## src/inc/pbg_pkg.sv

```systemverilog
// Constants for the phone and buzzer gain control register block.

package pbg_pkg;

   // ==========================================================
   // Register indices; byte address is four times the index.
   // ==========================================================
   localparam logic [5:0] GAIN_IDX = 6'h1f; // Gain register.
   localparam logic [5:0] CTRL_IDX = 6'h30; // Soft-step and AGC control.
   localparam logic [5:0] ISTAT_IDX = 6'h31; // Interrupt status.
   localparam logic [5:0] IMASK_IDX = 6'h32; // Interrupt mask.

   // ==========================================================
   // Gain register fields.
   // ==========================================================
   localparam int PH_PD_BIT = 15; // Phone stage powerdown.
   localparam int PH_CODE_LSB = 8; // Phone gain code low bit.
   localparam int PH_FLAG_BIT = 7; // Phone settled or saturated flag.
   localparam int BZ_PD_BIT = 6; // Buzzer stage powerdown.
   localparam int BZ_CODE_LSB = 2; // Buzzer gain code low bit.
   localparam int BZ_FLAG_BIT = 1; // Buzzer settled flag.
   localparam int PH_CODE_W = 7; // Phone code width.
   localparam int BZ_CODE_W = 4; // Buzzer code width.

   // ==========================================================
   // Reset values and code limits.
   // ==========================================================
   localparam logic PD_RST = 1'b1; // Both stages start powered down.
   localparam logic [6:0] PH_CODE_RST = 7'h45; // Phone 0 dB.
   localparam logic [6:0] PH_CODE_MIN = 7'h00; // Phone -34.5 dB.
   localparam logic [6:0] PH_CODE_MAX = 7'h5d; // Phone 12 dB ceiling.
   localparam logic [3:0] BZ_CODE_RST = 4'hf; // Buzzer 0 dB.

   // ==========================================================
   // Control and interrupt bit positions.
   // ==========================================================
   localparam int CTRL_PH_SSD = 0; // Phone soft-step disable.
   localparam int CTRL_BZ_SSD = 1; // Buzzer soft-step disable.
   localparam int CTRL_AGC_EN = 2; // AGC drives the phone stage.
   localparam int IRQ_PH_SET = 0; // Phone gain settled.
   localparam int IRQ_BZ_SET = 1; // Buzzer gain settled.
   localparam int IRQ_AGC_SAT = 2; // AGC reached saturation.
   localparam int IRQ_W = 3; // Number of events.

   // ==========================================================
   // AXI4-Lite responses.
   // ==========================================================
   localparam logic [1:0] RESP_OKAY = 2'h0; // Accepted.
   localparam logic [1:0] RESP_SLVERR = 2'h2; // Unmapped address.

endpackage : pbg_pkg

```

## src/core/pbg_softstep.sv

```systemverilog
// Soft-stepping gain stage that walks an applied code to its target.
`timescale 1ns/1ps
`default_nettype none

module pbg_softstep #(
   parameter int W = 4, // Code width.
   parameter logic [W-1:0] RST_CODE = '0 // Applied code after reset.
) (
   input wire logic clk, // Device clock.
   input wire logic srst, // Synchronous reset, active high.
   input wire logic step_tick, // One pulse per reference sample.
   input wire logic step_off, // Soft-step disable.
   input wire logic [W-1:0] target, // Programmed code.
   output logic [W-1:0] applied // Code applied to the stage.
);

   // ==========================================================
   // Stepping.
   // ==========================================================
   // One code per tick toward the target, or a jump when disabled.
   always_ff @(posedge clk)
   begin
      if (srst)
      begin
         applied <= RST_CODE;
      end
      else if (step_off)
      begin
         applied <= target;
      end
      else if (step_tick && (applied < target))
      begin
         applied <= applied + W'(1);
      end
      else if (step_tick && (applied > target))
      begin
         applied <= applied - W'(1);
      end
   end

endmodule : pbg_softstep

`default_nettype wire

```

## src/core/pbg_gain_ctrl.sv

```systemverilog
// Phone and buzzer gain control register with AXI4-Lite access.
`timescale 1ns/1ps
`default_nettype none

module pbg_gain_ctrl (
   input wire logic clk, // Device clock, 40 MHz.
   input wire logic srst, // Synchronous reset, active high.
   input wire logic s_axi_awvalid, // Address valid.
   output logic s_axi_awready, // Address ready.
   input wire logic [7:0] s_axi_awaddr, // Byte address.
   input wire logic s_axi_wvalid, // Data valid.
   output logic s_axi_wready, // Data ready.
   input wire logic [31:0] s_axi_wdata, // Write data.
   input wire logic [3:0] s_axi_wstrb, // Byte enables.
   output logic s_axi_bvalid, // Response valid.
   input wire logic s_axi_bready, // Response ready.
   output logic [1:0] s_axi_bresp, // Response code.
   input wire logic s_axi_arvalid, // Address valid.
   output logic s_axi_arready, // Address ready.
   input wire logic [7:0] s_axi_araddr, // Byte address.
   output logic s_axi_rvalid, // Data valid.
   input wire logic s_axi_rready, // Data ready.
   output logic [31:0] s_axi_rdata, // Read data.
   output logic [1:0] s_axi_rresp, // Response code.
   input wire logic fs_tick, // Reference sample pulse.
   input wire logic [6:0] agc_gain, // Gain chosen by the AGC loop.
   output logic phone_stage_powerdown, // Phone stage off.
   output logic [6:0] phone_gain_applied, // Phone gain in use.
   output logic buzzer_stage_powerdown, // Buzzer stage off.
   output logic [3:0] buzzer_gain_applied, // Buzzer gain in use.
   output logic irq // Level interrupt.
);

   // ==========================================================
   // Declarations.
   // ==========================================================
   logic [6:0] phone_gain_code_reg; // Programmed phone code.
   logic [3:0] buzzer_gain_code_reg; // Programmed buzzer code.
   logic [2:0] ctrl_reg; // Soft-step disables and AGC enable.
   logic [2:0] istat_reg; // Sticky event bits.
   logic [2:0] imask_reg; // Event enables.
   logic phone_gain_settled_flag; // Phone flag, bit 7.
   logic buzzer_gain_settled_flag; // Buzzer flag, bit 1.
   logic ph_flag_prev_reg; // Phone flag one cycle ago.
   logic bz_flag_prev_reg; // Buzzer flag one cycle ago.
   logic [7:0] aw_addr_reg; // Held write address.
   logic [31:0] w_data_reg; // Held write data.
   logic [3:0] w_strb_reg; // Held byte enables.
   logic wr_go; // Both halves of a write are held.
   logic [5:0] wr_idx; // Word index of the write.
   logic [5:0] rd_idx; // Word index of the read.
   logic [6:0] ph_target; // Phone target, clamped to the ceiling.
   logic [6:0] ph_step; // Phone code from the stepper.
   logic [3:0] bz_step; // Buzzer code from the stepper.
   logic agc_on; // AGC owns the phone stage.
   logic [2:0] ev; // Events of this cycle.
   logic [2:0] clr; // Status bits written with one.
   logic [15:0] gain_rd; // Read view of the gain register.
   logic [31:0] rd_next; // Read data for the current index.
   logic rd_hit; // Read index is mapped.

   assign agc_on = ctrl_reg[pbg_pkg::CTRL_AGC_EN];
   assign wr_go = !s_axi_awready && !s_axi_wready && !s_axi_bvalid;
   assign wr_idx = aw_addr_reg[7:2];
   assign rd_idx = s_axi_araddr[7:2];

   // ==========================================================
   // Write channels.
   // ==========================================================
   // Address and data are taken in either order and held.
   always_ff @(posedge clk)
   begin
      if (srst)
      begin
         s_axi_awready <= 1'b1;
         aw_addr_reg <= 8'h00;
      end
      else if (s_axi_awvalid && s_axi_awready)
      begin
         s_axi_awready <= 1'b0;
         aw_addr_reg <= s_axi_awaddr;
      end
      else if (wr_go)
      begin
         s_axi_awready <= 1'b1;
      end
   end

   // Data capture mirrors the address capture.
   always_ff @(posedge clk)
   begin
      if (srst)
      begin
         s_axi_wready <= 1'b1;
         w_data_reg <= 32'h0000_0000;
         w_strb_reg <= 4'h0;
      end
      else if (s_axi_wvalid && s_axi_wready)
      begin
         s_axi_wready <= 1'b0;
         w_data_reg <= s_axi_wdata;
         w_strb_reg <= s_axi_wstrb;
      end
      else if (wr_go)
      begin
         s_axi_wready <= 1'b1;
      end
   end

   // The response follows the write and stands until taken.
   always_ff @(posedge clk)
   begin
      if (srst)
      begin
         s_axi_bvalid <= 1'b0;
         s_axi_bresp <= pbg_pkg::RESP_OKAY;
      end
      else if (wr_go)
      begin
         s_axi_bvalid <= 1'b1;
         // Unmapped indices answer with an error.
         if ((wr_idx == pbg_pkg::GAIN_IDX) || (wr_idx == pbg_pkg::CTRL_IDX)
             || (wr_idx == pbg_pkg::ISTAT_IDX) || (wr_idx == pbg_pkg::IMASK_IDX))
         begin
            s_axi_bresp <= pbg_pkg::RESP_OKAY;
         end
         else
         begin
            s_axi_bresp <= pbg_pkg::RESP_SLVERR;
         end
      end
      else if (s_axi_bready)
      begin
         s_axi_bvalid <= 1'b0;
      end
   end

   // ==========================================================
   // Gain register fields.
   // ==========================================================
   // Power-down bits sit in the high and low byte lanes.
   always_ff @(posedge clk)
   begin
      if (srst)
      begin
         phone_stage_powerdown <= pbg_pkg::PD_RST;
         buzzer_stage_powerdown <= pbg_pkg::PD_RST;
      end
      else if (wr_go && (wr_idx == pbg_pkg::GAIN_IDX))
      begin
         if (w_strb_reg[1])
         begin
            phone_stage_powerdown <= w_data_reg[pbg_pkg::PH_PD_BIT];
         end
         if (w_strb_reg[0])
         begin
            buzzer_stage_powerdown <= w_data_reg[pbg_pkg::BZ_PD_BIT];
         end
      end
   end

   // Gain codes; the phone code is frozen while AGC runs.
   // Flag bits and bit 0 have no storage, so writes to them vanish.
   always_ff @(posedge clk)
   begin
      if (srst)
      begin
         phone_gain_code_reg <= pbg_pkg::PH_CODE_RST;
         buzzer_gain_code_reg <= pbg_pkg::BZ_CODE_RST;
      end
      else if (wr_go && (wr_idx == pbg_pkg::GAIN_IDX))
      begin
         if (w_strb_reg[1] && !agc_on)
         begin
            phone_gain_code_reg <= w_data_reg[pbg_pkg::PH_CODE_LSB +: 7];
         end
         if (w_strb_reg[0])
         begin
            buzzer_gain_code_reg <= w_data_reg[pbg_pkg::BZ_CODE_LSB +: 4];
         end
      end
   end

   // ==========================================================
   // Own control, status and mask registers.
   // ==========================================================
   // Control bits live in the low byte lane.
   always_ff @(posedge clk)
   begin
      if (srst)
      begin
         ctrl_reg <= 3'h0;
      end
      else if (wr_go && (wr_idx == pbg_pkg::CTRL_IDX) && w_strb_reg[0])
      begin
         ctrl_reg <= w_data_reg[2:0];
      end
   end

   // Mask register, laid out like status.
   always_ff @(posedge clk)
   begin
      if (srst)
      begin
         imask_reg <= 3'h0;
      end
      else if (wr_go && (wr_idx == pbg_pkg::IMASK_IDX) && w_strb_reg[0])
      begin
         imask_reg <= w_data_reg[2:0];
      end
   end

   // Write-one-to-clear mask for the status bits.
   assign clr = (wr_go && (wr_idx == pbg_pkg::ISTAT_IDX) && w_strb_reg[0])
                ? w_data_reg[2:0] : 3'h0;

   // Events are rising edges of the flags, split by AGC mode.
   assign ev[pbg_pkg::IRQ_PH_SET] = phone_gain_settled_flag && !ph_flag_prev_reg && !agc_on;
   assign ev[pbg_pkg::IRQ_BZ_SET] = buzzer_gain_settled_flag && !bz_flag_prev_reg;
   assign ev[pbg_pkg::IRQ_AGC_SAT] = phone_gain_settled_flag && !ph_flag_prev_reg && agc_on;

   // Sticky status; a new event wins over a clear.
   always_ff @(posedge clk)
   begin
      if (srst)
      begin
         istat_reg <= 3'h0;
         ph_flag_prev_reg <= 1'b0;
         bz_flag_prev_reg <= 1'b0;
      end
      else
      begin
         istat_reg <= (istat_reg & ~clr) | ev;
         ph_flag_prev_reg <= phone_gain_settled_flag;
         bz_flag_prev_reg <= buzzer_gain_settled_flag;
      end
   end

   // Interrupt line is high while any unmasked bit is set.
   always_ff @(posedge clk)
   begin
      if (srst)
      begin
         irq <= 1'b0;
      end
      else
      begin
         irq <= |(((istat_reg & ~clr) | ev) & imask_reg);
      end
   end

   // ==========================================================
   // Soft-stepping stages.
   // ==========================================================
   // Codes above the ceiling all mean 12 dB, so step to the ceiling.
   assign ph_target = (phone_gain_code_reg > pbg_pkg::PH_CODE_MAX)
                      ? pbg_pkg::PH_CODE_MAX : phone_gain_code_reg;

   // Phone stage walks half a decibel per code.
   pbg_softstep #(
      .W(7),
      .RST_CODE(pbg_pkg::PH_CODE_RST)
   ) u_phone_step (
      .clk(clk),
      .srst(srst),
      .step_tick(fs_tick),
      .step_off(ctrl_reg[pbg_pkg::CTRL_PH_SSD]),
      .target(ph_target),
      .applied(ph_step)
   );

   // Buzzer stage walks three decibels per code.
   pbg_softstep #(
      .W(4),
      .RST_CODE(pbg_pkg::BZ_CODE_RST)
   ) u_buzzer_step (
      .clk(clk),
      .srst(srst),
      .step_tick(fs_tick),
      .step_off(ctrl_reg[pbg_pkg::CTRL_BZ_SSD]),
      .target(buzzer_gain_code_reg),
      .applied(bz_step)
   );

   // Applied gains and flags, registered for clean outputs.
   always_ff @(posedge clk)
   begin
      if (srst)
      begin
         phone_gain_applied <= pbg_pkg::PH_CODE_RST;
         buzzer_gain_applied <= pbg_pkg::BZ_CODE_RST;
         phone_gain_settled_flag <= 1'b0;
         buzzer_gain_settled_flag <= 1'b0;
      end
      else
      begin
         // AGC takes over the phone gain when enabled.
         phone_gain_applied <= agc_on ? agc_gain : ph_step;
         buzzer_gain_applied <= bz_step;
         if (agc_on)
         begin
            // Saturation at either end of the range.
            phone_gain_settled_flag <= (agc_gain == pbg_pkg::PH_CODE_MIN)
                                       || (agc_gain >= pbg_pkg::PH_CODE_MAX);
         end
         else
         begin
            phone_gain_settled_flag <= (ph_step == ph_target);
         end
         buzzer_gain_settled_flag <= (bz_step == buzzer_gain_code_reg);
      end
   end

   // ==========================================================
   // Read channel.
   // ==========================================================
   // Gain register image; bit 0 always reads zero.
   assign gain_rd = {phone_stage_powerdown,
                     agc_on ? phone_gain_applied : phone_gain_code_reg,
                     phone_gain_settled_flag,
                     buzzer_stage_powerdown,
                     buzzer_gain_code_reg,
                     buzzer_gain_settled_flag,
                     1'b0};

   // Read multiplexer by word index.
   always_comb
   begin
      rd_next = 32'h0000_0000;
      rd_hit = 1'b1;
      unique case (rd_idx)
         pbg_pkg::GAIN_IDX: rd_next = {16'h0000, gain_rd};
         pbg_pkg::CTRL_IDX: rd_next = {29'h0000_0000, ctrl_reg};
         pbg_pkg::ISTAT_IDX: rd_next = {29'h0000_0000, istat_reg};
         pbg_pkg::IMASK_IDX: rd_next = {29'h0000_0000, imask_reg};
         default: rd_hit = 1'b0;
      endcase
   end

   // One read at a time, answered the cycle after it is taken.
   always_ff @(posedge clk)
   begin
      if (srst)
      begin
         s_axi_arready <= 1'b1;
         s_axi_rvalid <= 1'b0;
         s_axi_rdata <= 32'h0000_0000;
         s_axi_rresp <= pbg_pkg::RESP_OKAY;
      end
      else if (s_axi_arvalid && s_axi_arready)
      begin
         s_axi_arready <= 1'b0;
         s_axi_rvalid <= 1'b1;
         s_axi_rdata <= rd_next;
         s_axi_rresp <= rd_hit ? pbg_pkg::RESP_OKAY : pbg_pkg::RESP_SLVERR;
      end
      else if (s_axi_rvalid && s_axi_rready)
      begin
         s_axi_rvalid <= 1'b0;
         s_axi_arready <= 1'b1;
      end
   end

endmodule : pbg_gain_ctrl

`default_nettype wire

```

## config.mk

```make
export PLATFORM = sky130hd
export DESIGN_NAME = pbg_gain_ctrl
export DESIGN_NICKNAME = d
export VERILOG_FILES = /design/src/inc/pbg_pkg.sv /design/src/core/pbg_softstep.sv /design/src/core/pbg_gain_ctrl.sv
export SDC_FILE = /design/constraint.sdc
export NUM_CORES = 1
export LEC_CHECK = 0
export ABC_AREA = 1
export BUFFER_PORTS_ARGS = -buffer_cell sky130_fd_sc_hd__buf_2
export CAP_MARGIN = 25
export CORE_MARGIN = 4
export CORE_UTILIZATION = 53
export DETAILED_ROUTE_END_ITERATION = 10
export PLACE_DENSITY = 0.84
export SLEW_MARGIN = 20
export SYNTH_ARGS = -nofsm -noshare
export SYNTH_HDL_FRONTEND = slang
export SYNTH_SLANG_ARGS = --single-unit
```

## constraint.sdc

```tcl
create_clock -name clk -period 3 [get_ports clk]
set_input_delay 0.75 -clock clk [delete_from_list [all_inputs] [get_ports clk]]
set_output_delay 0.75 -clock clk [all_outputs]
set_load 0.01 [all_outputs]
```

# Word level (Yosys, flattened, before mapping)

Cells that the tools add are included.

$add $sub $neg: 4
Order comparisons: 6
Equal/unequal tests: 10
Mux-type cells: 24
Bitwise gates (word level): 4
Reduce and logical (&&, ||, !) cells: 44

Operators with widths:

| cell                                                                  | count |
|---|---|
| 16-bit case mux with 4 select lines                                   | 1 |
| 7-bit two-way mux                                                     | 6 |
| 6-bit equality test, second input constant                            | 6 |
| 1-bit logical AND                                                     | 22 |
| 6-bit by 5-bit equality test with 1-bit output, second input constant | 2 |
| 4-bit two-way mux                                                     | 3 |
| 1-bit two-way mux                                                     | 11 |
| 2-bit nonzero test                                                    | 4 |
| 7-bit by 1-bit adder with 7-bit output, second input constant         | 1 |
| 7-bit equality test                                                   | 1 |
| 7-bit greater-or-equal comparator, second input constant              | 1 |
| 7-bit greater-than comparator                                         | 1 |
| 7-bit greater-than comparator, second input constant                  | 1 |
| 7-bit zero test                                                       | 1 |
| 7-bit less-than comparator                                            | 1 |
| 7-bit by 1-bit subtractor with 7-bit output, second input constant    | 1 |
| 3-bit bitwise AND                                                     | 2 |
| 1-bit zero test                                                       | 6 |
| 2-bit AND reduction                                                   | 3 |
| 3-bit nonzero test                                                    | 2 |
| 4-bit by 1-bit adder with 4-bit output, second input constant         | 1 |
| 4-bit equality test                                                   | 1 |
| 4-bit greater-than comparator                                         | 1 |
| 1-bit logical OR                                                      | 4 |
| other kinds (8)                                                       | 9 |

Register bits after elaboration: 116
Output and inout bits: 55

# Depth between registers and ports, before layout

Depth in word-level cells: 11
Gate-level depth with buffers: 19
Mapped depth without buffers: 19

# By module

A second synthesis with hierarchy kept.

Cells, all modules: 654
Area total of the unflattened synthesis: 4819.6 sq um

Modules (own cells, without submodules):

| module                       | instances | cells each | area an instance (sq um) |
|---|---|---|---|
| pbg_gain_ctrl                | 1         | 464        | 3564.7 |
| pbg_softstep (u_phone_step)  | 1         | 120        | 820.8 |
| pbg_softstep (u_buzzer_step) | 1         | 70         | 434.2 |

# Worst setup path before layout

OpenSTA, ideal clock, no wires.

Kind: register to register
Start point: register phone_gain_code_reg[1]
End point: register u_phone_step.applied[4]
Setup time: 132 ps
Arrival time: 2569 ps
Data required time: 2868 ps
Setup slack: 299 ps
Stages on the path, launching flop included: 19
Buffers on the path: 0
Clock period less this slack: 2701 ps
Path through: dfxtp_1 -> nand4_1 -> nand2_1 -> nand2_1 -> inv_1 -> nor2_1 -> ha_1 -> a21oi_1 -> nand2_1 -> nand2_1 -> nand2_1 -> ha_1 -> a21oi_1 -> nand2_1 -> or2_2 -> nand3_1 -> nand2_1 -> nand2_1 -> a21oi_1

Cells in the longest elaborated chain, start to end: 6
Elaborated cells on any way between the ends: 9
Classes of those cells: 3 x order compare; 3 x mux; 3 x reduce/logical

RTL lines:

| item                          | line                 | RTL |
|---|---|---|
| from (decl)                   | pbg_gain_ctrl.sv:37  | `logic [6:0] phone_gain_code_reg;` |
| from (signal assigned)        | pbg_gain_ctrl.sv:168 | `phone_gain_code_reg <= pbg_pkg::PH_CODE_RST;` |
| from (signal assigned)        | pbg_gain_ctrl.sv:175 | `phone_gain_code_reg <= w_data_reg[pbg_pkg::PH_CODE_LSB +: 7];` |
| 7-bit greater-than comparator | pbg_gain_ctrl.sv:256 | `assign ph_target = (phone_gain_code_reg > pbg_pkg::PH_CODE_MAX)` |
| 7-bit two-way mux (*)         | pbg_gain_ctrl.sv:257 | `? pbg_pkg::PH_CODE_MAX : phone_gain_code_reg;` |
| 7-bit less-than comparator    | pbg_softstep.sv:31   | `else if (step_tick && (applied < target))` |
| 1-bit logical AND             | pbg_softstep.sv:31   |  |
| 7-bit two-way mux             | pbg_softstep.sv:31   |  |
| 7-bit two-way mux             | pbg_softstep.sv:27   | `else if (step_off)` |
| to (signal assigned)          | pbg_softstep.sv:29   | `applied <= target;` |
| to (signal assigned)          | pbg_softstep.sv:33   | `applied <= applied + W'(1);` |
| to (signal assigned)          | pbg_softstep.sv:37   | `applied <= applied - W'(1);` |
| to (decl)                     | pbg_softstep.sv:14   | `output logic [W-1:0] applied` |

Mark *: on every way between the ends. The rest lies on a longest branch, timed or not.
A chain may end at the register's enable or synchronous reset.

# Worst setup path in the final report

Start point: register phone_gain_code_reg[4]
End point: register u_phone_step.applied[4]

The elaborated chain is that of the path after synthesis.

==> flow_metrics.tcl <==
set metrics [dict create \
    io_buffers 80 \
    antenna_found_initial 0 \
    clk-insertion-delay-late_ps 360 \
    muxShareOfSynthArea_pct 0 \
    drt_iter0_markers 233 \
    largest_reg_flops 16 \
    synth_cell_types 35 \
    grt_max_degree 43 \
    worstHoldStart "buzzer_gain_settled_flag$_SDFF_PP0_" \
    vdd_drop_max_mv 0.315 \
    fin_nets 777 \
    synth_fa_ha_area_share_pct 5.87 \
    fin_crit_ps 2800 \
    synth-xor-area-share_pct 0.582 \
    final_common_cell "nand2_1" \
    cts-root-buf "clkbuf_8" \
    reg2reg_depth 18 \
    final_cell_mix "110 x nand2_1, 95 x dfxtp_1, 81 x nor2_1" \
    fill_cells 744 \
    ctsHoldBuffers 0 \
    grtUsageTotal_pct 22.2 \
    postSynthAreaPerCell_um2 7.34 \
    rows 33 \
    required_ps 3240 \
    hp-class "reg2reg" \
    hold_depth 2 \
    synthSimpleGateAreaFrac_pct 24.7 \
    worstSetupEndpointType "flop" \
    ant_nets 0 \
    finalHoldViolCount 0 \
    globalRoute.totalOverflow 0 \
    synth_compound_area_share_pct 16.7 \
    register_area_um2 1900 \
    ys_seq_elements 95 \
    reg2reg_slack_ps 200 \
    finalCritPeriodShare_pct 93.3 \
    htree_levels 3 \
    worstPathArrival_ps 3040 \
    yosysWarnings 0 \
    rr_endpoint "u_phone_step.applied[4]$_SDFFE_PP0P_" \
    maxCapViolCount 0 \
    synth_top_family_by_area "simple AND/OR/NAND/NOR gates" \
    setup_tns_ps 0 \
    r2r_start "phone_gain_code_reg[4]$_SDFFE_PP0P_" \
    worst_slew_pin_slew_ps 781 \
    syn_inst 615 \
    hold_end "bz_flag_prev_reg$_SDFF_PP0_" \
    worstSetupStartpointType "flop" \
    drc 0 \
    grt_pass1_vias 3971 \
    vias 4294 \
    antennaDiodeCount 0 \
    yosysSeqAreaShare_pct 42.1 \
    clock_sinks 95 \
    design.die.area_um2 10100 \
    detail_route.wirelength_um 11000 \
    firstDrtPassIters 5 \
    cts_tree "built" \
    wl_per_cell_um 13.8 \
    start_util_pct 54.7 \
    multi_input_area_um2 2260 \
    crit_fanout 9 \
    skew_ps 11.2 \
    finalNonFillerCells 800 \
    place.gp.congestion 0.880 \
    io_pins 122 \
    core_um2 8260 \
    hold-worst-slack_ps 442 \
    pwr_density_cell_nw_per_um2 724 \
    status "finished, final reports clean" \
    die_height_um 100 \
    drive_gt1_share_pct 17.0 \
    clk_pin_slew_ps 90 \
    cellLeakagePower_nw 2.47 \
    grt_pass1_wl_um 18300 \
    max_freq_mhz 357 \
    dp_hpwl_um 8220 \
    areaGrowthSynthToFinish_pct 14.8 \
    syn_area_um2 4520 \
    place_inst 784 \
    avgViaCountPerCell 5.37 \
    die_width_um 100 \
    cts_buffer_depth 2 \
    slew_headroom_pct 47.9 \
    setup_viol 0 \
    cts-buffers-inserted 9 \
    finalMaxSlewViolations 0 \
    path_class "reg2reg" \
]
## synth_stat cells
cell type  number  share of area (%)
nand3_2         1               0.22
nand2_1       111                9.2
o21ai_1         3               0.33
xor2_1          2               0.39
nand4_1        11                1.5
nand3_1        41                4.5
or2_2           6               0.83
o311ai_0        1               0.19
nor3_1          3               0.33
nor2_2          1               0.14
nand2_2         1               0.14
o21bai_1        1               0.17
ha_1           18                5.0
o21ai_0        63                7.0
nor3_4          2               0.72
buf_6           1               0.25
buf_1           1              0.083
o21ai_2         1               0.19
clkinv_1        1              0.083
clkbuf_1       18                1.5
buf_4          18                3.0
o211ai_1       16                2.7
o31ai_1         1               0.17
conb_1          1              0.083
a21oi_1        46                5.1
dfxtp_1        95                 42
xnor2_1         1               0.19
fa_1            2               0.89
nor2_1         81                6.7
nor3b_1         1               0.17
o41ai_1         1               0.19
a211oi_1        4               0.67
inv_1          57                4.7
nor4_1          1               0.14
buf_2           3               0.33
## critical path, cell delays in order, from the launching register on
cell and delay (ps):
dfxtp_1 390, nand4_1 100, nand2_1 70, nand2_1 110, inv_1 100, nor2_1 60
ha_1 310, a21oi_1 160, nand2_1 60, nand2_1 130, nand2_4 140, fa_2 400
nand3_1 80, nand2_1 60, or2_2 280, nand3_1 70, nand2_1 60, nand2_1 50
a21oi_1 60
## cell families after synthesis
group	count (synthesis)
compound gates	137
xor+xnor	3
fa+ha+maj	20
buf+inv	99
flops	95
other cells	1
simple gates	260
## layout make-up
type | count | area share (%)
Timing Repair Buffer | 88 | 9.12
Tap cell | 105 | 2.53
Multi-Input combinational cell | 438 | 43.6
Sequential cell | 95 | 36.7
Inverter | 58 | 4.20
Clock inverter | 4 | 1.04
Clock buffer | 12 | 2.80
## per-layer routing
| layer | up-vias | GRT usage [%] | share of wire (%) |
|---|---|---|---|
| li1 | 2150 | - | - |
| met1 | 1967 | 29.4 | 44 |
| met2 | 157 | 37.0 | 47 |
| met3 | 20 | 3.47 | 6.4 |
| met4 | 0 | 7.77 | 2.0 |
| met5 | - | 0 | 0 |
## what timing repair did
item	4_1_cts	5_1_grt
gates resized for setup	0	5
setup endpoints to repair	0	4
setup buffers	0	0
hold endpoints to repair	0	0
## metrics by stage
stage	instance area, µm²	util (%)	power, mW	setup slack (ps)
after detailed placement	4950	60.0	2.84	34.1
after global routing	5180	62.8	4.05	-6.81
after global placement	4950	60.0	2.76	158
final	5180	62.8	3.75	201
after floorplan	4580	-	2.53	299
after CTS	5150	62.4	3.68	0.248
## where the power goes
part | total [mW] | switching, mW | internal [mW]
logic | 1.33 | 0.774 | 0.558
clock network | 0.858 | 0.446 | 0.412
registers | 1.56 | 0.143 | 1.42
total | 3.75 | 1.36 | 2.39
## how the worst max path moves through the flow
stage,to,startpoint,cells after the start,slack (ps)
2_1_floorplan,u_phone_step.applied[4]$_SDFFE_PP0P_,phone_gain_code_reg[1]$_SDFFE_PP0P_,18,300
3_3_place_gp,u_phone_step.applied[4]$_SDFFE_PP0P_,phone_gain_code_reg[2]$_SDFFE_PP1P_,18,160
3_5_place_dp,u_phone_step.applied[4]$_SDFFE_PP0P_,phone_gain_code_reg[2]$_SDFFE_PP1P_,18,30
4_1_cts,u_phone_step.applied[4]$_SDFFE_PP0P_,phone_gain_code_reg[4]$_SDFFE_PP0P_,18,0.2
5_1_grt,u_phone_step.applied[6]$_SDFFE_PP1P_,phone_gain_code_reg[4]$_SDFFE_PP0P_,18,-7
6_report,u_phone_step.applied[4]$_SDFFE_PP0P_,phone_gain_code_reg[4]$_SDFFE_PP0P_,18,200
(Power assumes the default switching activity.)
